`config.mk`:
```
export PLATFORM = sky130hd
export DESIGN_NAME = srtam_top
export DESIGN_NICKNAME = d
export VERILOG_FILES = /design/src/pkg/srtam_pkg.sv /design/src/logic/srtam_prescaler.sv /design/src/logic/srtam_top.sv
export VERILOG_INCLUDE_DIRS = /design/src /design/src/pkg
export SDC_FILE = /design/constraint.sdc
export NUM_CORES = 1
export LEC_CHECK = 0
export BUFFER_PORTS_ARGS = -buffer_cell sky130_fd_sc_hd__buf_2
export CORE_MARGIN = 1
export CORE_UTILIZATION = 54
export CTS_CLUSTER_DIAMETER = 100
export DETAILED_ROUTE_END_ITERATION = 8
export GPL_ROUTABILITY_DRIVEN = 0
export PLACE_DENSITY = 0.82
export SLEW_MARGIN = 30
export SYNTH_ARGS = -nofsm -noshare
export SYNTH_HDL_FRONTEND = slang
export SYNTH_SLANG_ARGS = --single-unit
```
`constraint.sdc`:
```
create_clock -name clk_i -period 4.2 [get_ports clk_i]
set_clock_uncertainty 0.2 [all_clocks]
set_input_delay 0.42 -clock clk_i [delete_from_list [all_inputs] [get_ports clk_i]]
set_output_delay 0.42 -clock clk_i [all_outputs]
set_load 0.01 [all_outputs]
```
`src/pkg/srtam_params.svh`:
```
// Constants of the SDRAM refresh timer and address multiplexer.
// Assumes a 32-bit classic Wishbone slave on a single 100 MHz clock.
//
// Contract
// - Set compare-match flag, bit 7 of timer control/status, when counter equals constant.
// - Writing 0 clears the compare-match flag; writing 1 leaves it unchanged.
// - Clock select: 000 stops; 001..111 divide bus clock by 4..4096.
// - Control/status bits 15:8 read zero; writes to them are discarded.
// - Refresh counter is a 16-bit software read/write up-counter on prescaled ticks.
// - Reset clears refresh counter, refresh constant and timer control/status.
// - Refresh enabled in auto mode starts a refresh cycle on every match.
// - Refresh constant is compared continuously with the counter's lower 8 bits; the code compares only on prescaler ticks.
// - Bank config: base in 15:8 resets 0x20, mask resets 0xf8.
// - Bank config bits 31:16 read zero; writes to them have no effect.
// - SDRAM address driven on A14..A0 with row/column muxed internally.
// - Mux arrangement chosen by column width, row width and bank-count bit.
// - Column phase: A0-A9 = bits 11:2, A10 level bit, A11/A12 = bits 12/13.
// - Row phase: 13-bit slice starting at bit 10 plus column width offset.
// - Bank bits A13/A14 start at 21/22 and shift per added column or row bit.
// - One bank select uses only A13; two use A13 and A14.
// - A10 in column phase follows the access mode of the issued command.

`ifndef SRTAM_PARAMS_SVH
`define SRTAM_PARAMS_SVH

// =====================================================================
// Register byte addresses
`define SRTAM_ADR_MCTL      32'h1301_0080
`define SRTAM_ADR_CSR       32'h1301_0084
`define SRTAM_ADR_CNT       32'h1301_0088
`define SRTAM_ADR_CONST     32'h1301_008c
`define SRTAM_ADR_BANK      32'h1301_0090

// =====================================================================
// Reset values
`define SRTAM_RST_MCTL      8'h00
`define SRTAM_RST_CSR       16'h0000
`define SRTAM_RST_CNT       16'h0000
`define SRTAM_RST_CONST     16'h0000
`define SRTAM_RST_BASE      8'h20
`define SRTAM_RST_MASK      8'hf8

// =====================================================================
// Field positions
`define SRTAM_CSR_FLAG_BIT  7
`define SRTAM_BANK_BASE_LSB 8
`define SRTAM_CMP_W         8

// =====================================================================
// Prescale divide, as log2 of the ratio per select code 1..7
`define SRTAM_LOG_DIV1      4'd2
`define SRTAM_LOG_DIV2      4'd4
`define SRTAM_LOG_DIV3      4'd6
`define SRTAM_LOG_DIV4      4'd8
`define SRTAM_LOG_DIV5      4'd10
`define SRTAM_LOG_DIV6      4'd11
`define SRTAM_LOG_DIV7      4'd12

// =====================================================================
// Address mux slice origins
`define SRTAM_COL_LSB       2
`define SRTAM_ROW_LSB       10
`define SRTAM_BANK_LSB      21

`endif

```
`src/pkg/srtam_pkg.sv`:
```
// Types shared by the refresh timer and address multiplexer.
// Assumes the constants header is compiled alongside.
package srtam_pkg;

    // =================================================================
    // Memory control fields that this block consumes
    typedef struct packed {
        logic       refresh_enable;
        logic       refresh_mode_select;  // 0 auto-refresh, 1 self-refresh
        logic       bank_count;           // 0 one bank select, 1 two
        logic [1:0] row_width_field;      // 0..2 -> 11..13 bits
        logic [2:0] column_width_field;   // 0..4 -> 8..12 bits
    } srtam_mctl_t;

    // Bank region configuration
    typedef struct packed {
        logic [7:0] base;
        logic [7:0] mask;
    } srtam_bank_t;

endpackage

```
`src/logic/srtam_prescaler.sv`:
```
// Prescaler that turns the bus clock into refresh counter ticks.
// Assumes it runs on the same clock as the counter it feeds.
`timescale 1ns/1ns
`include "srtam_params.svh"

module srtam_prescaler #(
    parameter int DIV_W = 12
) (
    // Clock and reset
    input  wire logic       clk_i,
    input  wire logic       rst_i,
    input  wire logic       ce_i,
    // Select and tick
    input  wire logic [2:0] sel_i,
    output logic            tick_o
);

    logic [DIV_W-1:0] div_reg;
    logic [3:0]       log_div;
    logic [DIV_W-1:0] div_mask;

    // Largest ratio must fit the divider
    initial begin
        if (DIV_W < 12) begin
            $error("srtam_prescaler: DIV_W must be at least 12");
        end
    end

    // Ratio lookup; code 0 gates the clock off
    always_comb begin
        case (sel_i)
            3'h1:    log_div = `SRTAM_LOG_DIV1;
            3'h2:    log_div = `SRTAM_LOG_DIV2;
            3'h3:    log_div = `SRTAM_LOG_DIV3;
            3'h4:    log_div = `SRTAM_LOG_DIV4;
            3'h5:    log_div = `SRTAM_LOG_DIV5;
            3'h6:    log_div = `SRTAM_LOG_DIV6;
            3'h7:    log_div = `SRTAM_LOG_DIV7;
            default: log_div = 4'h0;
        endcase
        div_mask = DIV_W'((1 << log_div) - 1);
    end

    // Free divider, held at zero while stopped so restart is clean
    always_ff @(posedge clk_i) begin
        if (rst_i || (ce_i && sel_i == 3'h0)) begin
            div_reg <= '0;
        end else if (ce_i) begin
            div_reg <= div_reg + 1'b1;
        end
    end

    assign tick_o = ce_i && (sel_i != 3'h0) && ((div_reg & div_mask) == div_mask);

endmodule // srtam_prescaler

```
`src/logic/srtam_top.sv`:
```
// Refresh timer, bank decoder and row/column address mux for SDRAM.
// Assumes a classic Wishbone master and same-clock address inputs.
`timescale 1ns/1ns
`include "srtam_params.svh"

module srtam_top
    import srtam_pkg::*;
#(
    parameter int CNT_W = 16
) (
    // Clock, reset, enable
    input  wire logic        clk_i,
    input  wire logic        rst_i,
    input  wire logic        ce_i,
    // Wishbone slave
    input  wire logic [31:0] adr_i,
    input  wire logic [31:0] dat_i,
    input  wire logic        we_i,
    input  wire logic [3:0]  sel_i,
    input  wire logic        cyc_i,
    input  wire logic        stb_i,
    output logic [31:0]      dat_o,
    output logic             ack_o,
    // Access request from the sequencer
    input  wire logic [31:0] phys_addr_i,
    input  wire logic        row_phase_i,
    input  wire logic        level_bit_i,
    // SDRAM side
    output logic [14:0]      sdram_addr_o,
    output logic             bank_sel_o,
    output logic             refresh_start_o,
    output logic             compare_match_o
);

    // =================================================================
    // Elaboration checks
    // Only the 16-bit counter is served
    initial begin
        if (CNT_W != 16) begin
            $error("srtam_top: refresh counter must be 16 bits");
        end
        // Compare slice must fit the counter
        if (`SRTAM_CMP_W > CNT_W) begin
            $error("srtam_top: compare width too wide");
        end
    end

    // =================================================================
    // Declarations
    // Software-visible registers
    srtam_mctl_t         mctl_reg;
    srtam_bank_t         bank_reg;
    logic [2:0]          clk_sel_reg;
    logic                flag_reg;
    logic [CNT_W-1:0]    cnt_reg;
    logic [CNT_W-1:0]    cnt_next;
    logic [15:0]         const_reg;

    // Bus decode and answer
    logic [31:0]         rdata_next;
    logic [31:0]         wmask;
    logic                ack_reg;
    logic                req;
    logic                wr;
    logic                hit_mctl;
    logic                hit_csr;
    logic                hit_cnt;
    logic                hit_const;
    logic                hit_bank;
    logic                cnt_wr;

    // Timer datapath
    logic                tick;
    logic                match;
    logic                flag_clr;

    // Address mux datapath
    logic [3:0]          col_add;
    logic [3:0]          row_add;
    logic [31:0]         row_slice;
    logic [31:0]         bank_slice;
    logic [14:0]         addr_next;

    // Output flops
    logic                refresh_reg;
    logic                bank_sel_reg;
    logic [14:0]         addr_reg;

    // =================================================================
    // Bus decode
    // A request is taken on one edge; ack_reg blocks a second take for
    // one cycle only, so a cyc/stb held high is taken again every second cycle.
    // Full 32-bit decode, no aliases.
    assign req       = cyc_i && stb_i && !ack_reg && ce_i;
    assign wr        = req && we_i;
    assign hit_mctl  = (adr_i == `SRTAM_ADR_MCTL);
    assign hit_csr   = (adr_i == `SRTAM_ADR_CSR);
    assign hit_cnt   = (adr_i == `SRTAM_ADR_CNT);
    assign hit_const = (adr_i == `SRTAM_ADR_CONST);
    assign hit_bank  = (adr_i == `SRTAM_ADR_BANK);

    // Strobes shared by several processes
    assign cnt_wr    = wr && hit_cnt;
    assign flag_clr  = wr && hit_csr && sel_i[0] && !dat_i[`SRTAM_CSR_FLAG_BIT];

    // Byte lane mask from the select lines
    // Bytes with select low keep their value
    always_comb begin
        wmask = '0;
        for (int i = 0; i < 4; i++) begin
            wmask[i*8 +: 8] = {8{sel_i[i]}};
        end
    end

    // =================================================================
    // Bus answer
    // Ack follows the taken request by one edge and drops the next;
    // unmapped addresses are acked too, reading zero, so a stray
    // access never hangs the bus.
    // With ce_i low the answer waits too;
    // the master sees that as wait states.
    always_ff @(posedge clk_i) begin
        if (rst_i) begin
            ack_reg <= 1'b0;
        end else if (ce_i) begin
            ack_reg <= cyc_i && stb_i && !ack_reg;
        end
    end

    // Read mux; reserved bits come back as zero
    always_comb begin
        rdata_next = 32'h0000_0000;
        if (hit_mctl) begin
            rdata_next[7:0] = mctl_reg;
        end
        if (hit_csr) begin
            rdata_next[`SRTAM_CSR_FLAG_BIT] = flag_reg;
            rdata_next[2:0] = clk_sel_reg;
        end
        if (hit_cnt) begin
            rdata_next[15:0] = cnt_reg;
        end
        if (hit_const) begin
            rdata_next[15:0] = const_reg;
        end
        if (hit_bank) begin
            rdata_next[15:0] = bank_reg;
        end
    end

    // Read data latched with the answer
    // and held until the next request
    always_ff @(posedge clk_i) begin
        if (rst_i) begin
            dat_o <= 32'h0000_0000;
        end else if (req) begin
            dat_o <= rdata_next;
        end
    end

    // Answer straight from its flop
    assign ack_o = ack_reg;

    // =================================================================
    // Memory control fields used here
    // Low byte only; the rest lives elsewhere
    always_ff @(posedge clk_i) begin
        if (rst_i) begin
            mctl_reg <= `SRTAM_RST_MCTL;
        end else if (wr && hit_mctl && sel_i[0]) begin
            mctl_reg <= dat_i[7:0];
        end
    end

    // =================================================================
    // Bank region register; upper half is not stored at all
    // Base and mask follow their byte lanes;
    // with both lanes low nothing changes.
    always_ff @(posedge clk_i) begin
        if (rst_i) begin
            bank_reg.base <= `SRTAM_RST_BASE;
            bank_reg.mask <= `SRTAM_RST_MASK;
        end else if (wr && hit_bank) begin
            if (sel_i[1]) begin
                bank_reg.base <= dat_i[`SRTAM_BANK_BASE_LSB +: 8];
            end
            if (sel_i[0]) begin
                bank_reg.mask <= dat_i[7:0];
            end
        end
    end

    // =================================================================
    // Timer control/status: clock select field
    // Bits 15:8 are not stored at all
    always_ff @(posedge clk_i) begin
        if (rst_i) begin
            clk_sel_reg <= 3'(`SRTAM_RST_CSR);
        end else if (wr && hit_csr && sel_i[0]) begin
            clk_sel_reg <= dat_i[2:0];
        end
    end

    // Compare-match flag; a match in the clearing cycle wins, so no
    // event is lost to a racing software clear
    always_ff @(posedge clk_i) begin
        if (rst_i) begin
            flag_reg <= 1'b0;
        end else if (ce_i) begin
            if (match) begin
                flag_reg <= 1'b1;
            end else if (flag_clr) begin
                flag_reg <= 1'b0;
            end
        end
    end

    // =================================================================
    // Prescaler
    // Non-zero code changes keep the phase, so
    // a first tick may be early; go via code 0.
    srtam_prescaler #(
        .DIV_W (12)
    ) u_prescaler (
        .clk_i  (clk_i),
        .rst_i  (rst_i),
        .ce_i   (ce_i),
        .sel_i  (clk_sel_reg),
        .tick_o (tick)
    );

    // =================================================================
    // Counter and compare
    // Only the low byte of the count is compared, so the interval is
    // at most 256 ticks; the upper constant byte is storage only.
    // Seen only on a tick, so a write never fires it.
    assign match = tick &&
        (cnt_reg[`SRTAM_CMP_W-1:0] == const_reg[`SRTAM_CMP_W-1:0]);

    // A software write beats a tick in the same cycle
    // A count whose low byte is past the constant's runs until that byte wraps
    always_comb begin
        cnt_next = cnt_reg;
        if (cnt_wr) begin
            cnt_next = (cnt_reg & ~wmask[15:0]) | (dat_i[15:0] & wmask[15:0]);
        end else if (match) begin
            cnt_next = '0;
        end else if (tick) begin
            cnt_next = cnt_reg + 1'b1;
        end
    end

    // Counter, frozen while ce_i is low
    always_ff @(posedge clk_i) begin
        if (rst_i) begin
            cnt_reg <= `SRTAM_RST_CNT;
        end else if (ce_i) begin
            cnt_reg <= cnt_next;
        end
    end

    // Refresh constant
    // Upper byte is kept but never compared
    always_ff @(posedge clk_i) begin
        if (rst_i) begin
            const_reg <= `SRTAM_RST_CONST;
        end else if (wr && hit_const) begin
            const_reg <= (const_reg & ~wmask[15:0]) | (dat_i[15:0] & wmask[15:0]);
        end
    end

    // =================================================================
    // Refresh start: a one-cycle request to the command sequencer
    // Self-refresh mode sets the flag only;
    // its entry belongs to the sequencer.
    always_ff @(posedge clk_i) begin
        if (rst_i) begin
            refresh_reg <= 1'b0;
        end else if (ce_i) begin
            refresh_reg <= match && mctl_reg.refresh_enable
                           && !mctl_reg.refresh_mode_select;
        end
    end

    // Both pins straight from flops
    assign refresh_start_o = refresh_reg;
    assign compare_match_o = flag_reg;

    // =================================================================
    // Bank region decode
    // Overlapping regions are the software's problem; this decoder
    // only answers for its own region.
    // Only the top address byte takes part.
    always_ff @(posedge clk_i) begin
        if (rst_i) begin
            bank_sel_reg <= 1'b0;
        end else if (ce_i) begin
            bank_sel_reg <= ((phys_addr_i[31:24] & bank_reg.mask)
                             == (bank_reg.base & bank_reg.mask));
        end
    end

    // Select pin straight from its flop
    assign bank_sel_o = bank_sel_reg;

    // =================================================================
    // Row/column address mux
    // Every added column bit moves the row slice up by one; every added
    // column or row bit moves the bank bits up by one.
    // Reserved width codes just shift further.
    assign col_add    = {1'b0, mctl_reg.column_width_field};
    assign row_add    = {2'b00, mctl_reg.row_width_field};
    assign row_slice  = phys_addr_i >> (`SRTAM_ROW_LSB + col_add);
    assign bank_slice = phys_addr_i >> (`SRTAM_BANK_LSB + col_add + row_add);

    always_comb begin
        addr_next = 15'h0000;
        if (row_phase_i) begin
            addr_next[12:0] = row_slice[12:0];
        end else begin
            addr_next[9:0]  = phys_addr_i[`SRTAM_COL_LSB +: 10];
            addr_next[10]   = level_bit_i;
            addr_next[12:11] = phys_addr_i[13:12];
        end

        // Bank bits in both phases
        addr_next[13] = bank_slice[0];
        addr_next[14] = mctl_reg.bank_count ? bank_slice[1] : 1'b0;
    end

    // Pins always carry a defined value, idle or not
    always_ff @(posedge clk_i) begin
        if (rst_i) begin
            addr_reg <= 15'h0000;
        end else if (ce_i) begin
            addr_reg <= addr_next;
        end
    end

    // Address pins straight from their flops
    assign sdram_addr_o = addr_reg;

endmodule // srtam_top

```
After elaboration in Yosys (flattened, before gate mapping)
Cells that the tools add are included.
{"block": "totals", "register_bits": 106, "in_bits": 108, "output_inout_bits": 51, "elab_cells": 94}
{"block": "op_classes", "n_addsub": 6, "n_eq_ne": 15, "n_shift": 3, "n_mux": 14, "bitwise": 9, "reduce_logical": 30}
{"cell": "$eq A32 B29 Y1 const B", "count": 5}
{"cell": "$mux W16", "count": 6}
{"cell": "$and A16 B16 Y16", "count": 3}
{"cell": "$or A16 B16 Y16", "count": 2}
{"cell": "$shr A32 B5 Y13", "count": 1}
{"cell": "$shr A32 B7 Y2", "count": 1}
{"cell": "$pmux W4 S7", "count": 1}
{"cell": "$logic_and A1 B1 Y1", "count": 18}
{"cell": "$add A16 B1 Y16 const B", "count": 1}
{"cell": "$and A8 B8 Y8", "count": 2}
{"cell": "$eq A8 B8 Y1", "count": 2}
{"cell": "$not A16 Y16", "count": 1}
{"cell": "$mux W13", "count": 1}
{"cell": "$add A12 B1 Y12 const B", "count": 1}
{"cell": "$and A12 B12 Y12", "count": 1}
{"cell": "$eq A12 B12 Y1", "count": 1}
{"cell": "$eq A3 B3 Y1 const B", "count": 4}
{"cell": "$shl A1 B4 Y12 const A", "count": 1}
{"cell": "$sub A12 B2 Y12 const B", "count": 1}
{"cell": "$mux W8", "count": 1}
{"cell": "$reduce_and A2 Y1", "count": 4}
{"cell": "$add A6 B2 Y7", "count": 1}
{"cell": "$add A5 B3 Y6 const A", "count": 1}
{"cell": "$eq A3 B2 Y1 const B", "count": 2}
{"cell": "other kinds (9)", "count": 15}

Depth between registers and ports, before layout
{"block": "logic_depth", "ltp_word": 10, "ltp_mapped": 12, "ltp_nobuf": 10}

Cells and area by module
A second synthesis with hierarchy kept.
{"block": "unflattened", "cells_unflattened": 719, "hier_area_um2": 6493.7}
{"mod": "srtam_top", "n_inst": 1, "cells_per_inst": 644, "area_each_um2": 5824.3, "seq_area_each_um2": 1881.8}
{"mod": "srtam_prescaler", "n_inst": 1, "cells_per_inst": 75, "area_each_um2": 669.4, "seq_area_each_um2": 240.2}

Worst setup path before layout
Ideal clock, no wire load.
{"block": "synth_timing", "path_type": "reg-to-reg", "startpoint": "reg mctl_reg, in the netlist col_add[1]", "endpoint": "reg addr_reg[14] (netlist: sdram_addr_o[14])", "setup_ns": 0.134, "t_arrival_ns": 3.475, "required_ns": 3.866, "setup_slack_ns": 0.392, "path_stages_with_launch": 11, "n_path_buf": 3, "period_less_slack_ns": 3.808, "cell_sequence": "dfxtp_1 -> clkbuf_1 -> buf_1 -> clkbuf_1 -> inv_1 -> fa_1 -> xnor2_1 -> mux4_2 -> mux4_2 -> nand3_1 -> a21oi_1"}
{"block": "synth_between", "elab_chain_len": 4}
{"item": "from (decl)", "line_no": "srtam_top.sv:51", "text": "srtam_mctl_t mctl_reg;"}
{"item": "from (signal assigned)", "line_no": "srtam_top.sv:169", "text": "mctl_reg <= `SRTAM_RST_MCTL;"}
{"item": "from (signal assigned)", "line_no": "srtam_top.sv:171", "text": "mctl_reg <= dat_i[7:0];"}
{"item": "$add A5 B3 Y6 (no line)"}
{"item": "$add A6 B2 Y7 (no line)"}
{"item": "$shr A32 B7 Y2", "line_no": "srtam_top.sv:314", "text": "assign bank_slice = phys_addr_i >> (`SRTAM_BANK_LSB + col_add + row_add);"}
{"item": "$mux W1", "line_no": "srtam_top.sv:328", "text": "addr_next[14] = mctl_reg.bank_count ? bank_slice[1] : 1'b0;"}
{"item": "to (signal assigned)", "line_no": "srtam_top.sv:336", "text": "addr_reg <= addr_next;"}
{"item": "to (decl)", "line_no": "srtam_top.sv:87", "text": "logic [14:0] addr_reg;"}
No other way between the ends.
A chain may end at the register's enable or synchronous reset.

Worst setup path in the final report
{"block": "layout_timing", "startpoint": "reg mctl_reg, in the netlist col_add[0]", "endpoint": "reg addr_reg[14] (netlist: sdram_addr_o[14])"}
Same word-level chain as after synthesis.

==> metrics.md <==
| Metric | Value |
|---|---|
| Final hold violations | `0` |
| Number of slew-limit violations in the final report | `0` |
| Placeable Area | `11610 µm²` |
| Clk buf depth | `2` |
| Global-route wire length before repair | `29.68 mm` |
| Detailed Route Iter0 Violations | `588` |
| Gr ovfl total | `0` |
| Transition time at the pin with the least slew margin | `966.9 ps` |
| Depth of the critical timing path with buffers and inverters included | `8` |
| Die span in x | `111.9 µm` |
| I/O Buffers | `122` |
| CTS tree | `done` |
| Detailed-routing iteration count for the pre-antenna-repair pass | `7` |
| Crit Reg-Reg Endpoint | `sdram_addr_o[14]` |
| Clock root cell | `clkbuf_16` |
| Final critical path time including I/O delays and setup | `3352 ps` |
| Sum of internal, switching and leakage power | `2.266 mW` |
| Via Count | `6220` |
| Count of buffers added by post-CTS timing repair for setup | `0` |
| Vertical die dimension | `111.9 µm` |
| Result of the run | `complete, but fails checks` |
| Sum of negative setup slack | `0 ps` |
| Timing startpoint of the critical path | `col_add[0]` |
| Routed length per instance | `18.37 µm` |
| Maximum number of pins on one net before global-route repair | `50` |
| Number of cells on the worst reg-to-reg path | `8` |
| Initial antenna violation count | `0` |
| Average via count per standard cell | `6.334` |
| Number of H-tree levels | `3` |
| Endpoint of the worst setup timing path | `sdram_addr_o[14]` |
| Remaining DRCs | `8` |
| Quantity of gates resized following cts | `0` |
| Async SR Flop Fraction | `0%` |
| Utilization after layout | `64.43%` |
| Worst Hold Slack | `140.3 ps` |
| Post-Place Cell Area | `7107 µm²` |
| Synth Flop Type | `dfxtp_1` |
| Share of cells above drive strength 1 | `23.00%` |
| Gr usage total | `29.91%` |
| Sort of element at the start of the critical path | `flip-flop` |
| Register area share after synthesis | `32.56%` |
| Post-synth EDFFs | `0` |
| Count of endpoints failing setup in the final report | `0` |
| Tightest slew margin relative to the limit | `35.54%` |
| Failing checks | `DRC` |
| Effective utilization at floorplan | `56.12%` |
| Launching point of the worst reg2reg path | `col_add[0]` |
| Max Cap Viol | `0` |
| Top-Level Pins | `159` |
| # diodes | `0` |
| Routed wire length | `18.04 mm` |
| R2r setup slk | `850 ps` |
| Flops & latches, synth | `106` |
| Number of nets in the final layout | `948` |
| Largest vdd supply drop | `0.0002432 V` |
| Antenna-violating nets left | `0` |
| Setup repair after global routing missed its margin | `false` |
| Most repeated library cell on the critical path | `mux4_2` |
| Highest achievable clock rate | `0.2983 GHz` |
| Largest stage delay, worst path | `660 ps` |
| CP arrival | `3350 ps` |
| Post-Syn Instances | `740` |
| Cell Chain, Critical Path | `inv_2 -> ha_1 -> fa_1 -> xnor2_1 -> mux4_2 -> mux4_2 -> nand3_1 -> a21oi_1` |
| Ratio of total power to cell area | `302.9 nW/µm²` |
| Total of hold buffers inserted after clock tree synthesis | `0` |
| Cell area after layout | `7482 µm²` |
| CTS buffer count | `9` |
| Type of the worst setup path | `reg2reg` |
| Syn Area/Cell | `8.807 µm²` |
| Synth Warn # | `0` |
| Crit path max-delay family | `multiplexers` |
| Slowest stage cell, crit path | `xnor2_1` |
| Row cnt | `39` |
| Peak fanout along the critical path | `7` |
| Distinct cell type count of the synthesized netlist | `73` |
| Critical path endpoint category | `flip-flop` |
| Number of cells traversed by the worst hold path | `3` |
| Clk pin slew, worst setup/hold paths | `70 ps` |
| Worst skew pair latency | `360 ps` |
| Portion of the clock cycle consumed by the worst path in the final layout | `79.81%` |
| Hold WC Path Type | `in2reg` |
| Full die area | `12510 µm²` |
| Count of buffer and inverter cells on the critical path | `1` |
| LEAKAGE | `2.855 nW` |
| Synth Cell Area | `6518 µm²` |
| Critical path required time | `4200 ps` |
| Area Overhead vs Synth | `14.80%` |
| Number of clock sinks | `106` |
| Vias in the first global route | `5888` |
| Detailed placer's ending HPWL | `13.21 mm` |
-- synthesized netlist by cell type, drive strengths merged (4+ instances only) --
cell type	count	area, µm²
a211o	5	43.79
a211oi	5	37.54
a21oi	51	259.0
a221o	12	120.1
a22oi	8	60.06
a31oi	9	56.30
and3	10	62.56
buf	30	205.2
clkbuf	35	133.9
dfxtp	106	2122
ha	5	62.56
inv	15	56.31
mux2	5	56.30
mux2i	75	750.7
mux4	19	427.9
nand2	67	251.5
nand2b	6	37.54
nand3	20	100.1
nand4	12	75.07
nor2	95	371.6
nor2b	8	50.05
nor3	9	72.57
nor4	11	117.6
nor4b	4	50.05
o211ai	15	112.6
o21ai	15	75.07
or3	7	43.79
or4	5	37.54
xnor2	16	140.1
xor2	16	140.1
-- routing by layer --
layer  share of wire, %  routed length (µm)  vias to the layer above  track usage, %
met4                2.8                 508                        0           10.54
met5                  0                   0                        -               0
li1                   -                   -                     2847               -
met1                 42                7509                     2954           39.09
met3                9.4                1699                       57           7.458
met2                 46                8322                      362           48.03
-- placed cells by master, fill, tap and decap left out, types with 3 or more instances in the layout --
cell,n
mux2_2,5
nor4b_1,3
a21o_1,3
nor4_1,6
dfxtp_1,106
ha_1,5
and3_1,10
mux2i_1,74
bufinv_16,4
o21ai_0,15
clkbuf_16,9
o211ai_1,15
inv_1,13
conb_1,17
xor2_1,16
nor2b_1,8
or3_1,7
nand2b_1,6
xnor2_1,16
a211o_1,5
a31oi_1,9
nand4_1,12
mux4_2,19
buf_2,122
nor3_1,6
nor2_1,93
or4_1,5
o32ai_1,3
nand3_1,20
a211oi_1,5
a21oi_1,50
a22oi_1,8
nand2_1,67
buf_4,11
a221o_1,12
nor4_2,3
-- layout make-up --
type                    instances  area, µm²
clock buffers                  11      242.7
clock inverters                 5      125.1
fillers                       992       4131
inverters                      15      56.30
multi-input cells             569       4064
flip-flops and latches        106       2122
well taps                     143      178.9
repair buffers                133      693.2
-- worst reg2reg max path: cells and delay by family, from the launching register on --
family          cells  cell delay [ps]
xor+xnor            1              660
simple gates        1              120
buf+inv             1              100
fa+ha+maj           2              620
mux                 2             1090
flops               1              340
compound gates      1               70
-- report_power, final --
group          internal [mW]  leakage, nW  switching [mW]
Combinational         0.0829         1.82           0.126
Clock                  0.659        0.180           0.378
Sequential              1.02        0.857         0.00583
Total                   1.76         2.85           0.510
-- worst min path at each step --
| stage | start | endpoint | slack, ps |
|---|---|---|---|
| 2_1_floorplan | bank_reg[10] | bank_reg[10] | 260 |
| 3_3_place_gp | dat_o[8] | dat_o[8] | 240 |
| 3_5_place_dp | dat_o[13] | dat_o[13] | 240 |
| 4_1_cts | dat_i[13] | bank_reg[13] | 130 |
| 5_1_grt | dat_i[13] | bank_reg[13] | 130 |
| 6_report | dat_i[13] | bank_reg[13] | 140 |
-- kinds of logic after synthesis --
| logic type | count (synthesis) | synth area share [%] |
|---|---|---|
| muxes | 99 | 18.95 |
| AOI/OAI and AO/OA | 145 | 14.92 |
| adders and majority gates | 6 | 1.267 |
| and+or+nand+nor | 270 | 21.83 |
| DFF | 106 | 32.56 |
| buffers and inverters | 80 | 6.066 |
| other | 2 | 0.1152 |
| xor gates and xnor gates | 32 | 4.300 |
-- per-stage QoR --
step	worst slack [ps]	instances
2_1_floorplan	391.7	755
3_3_place_gp	806.7	966
3_5_place_dp	695.8	966
4_1_cts	663.4	982
5_1_grt	647.0	982
6_report	848.1	982
(Power assumes the default switching activity.)
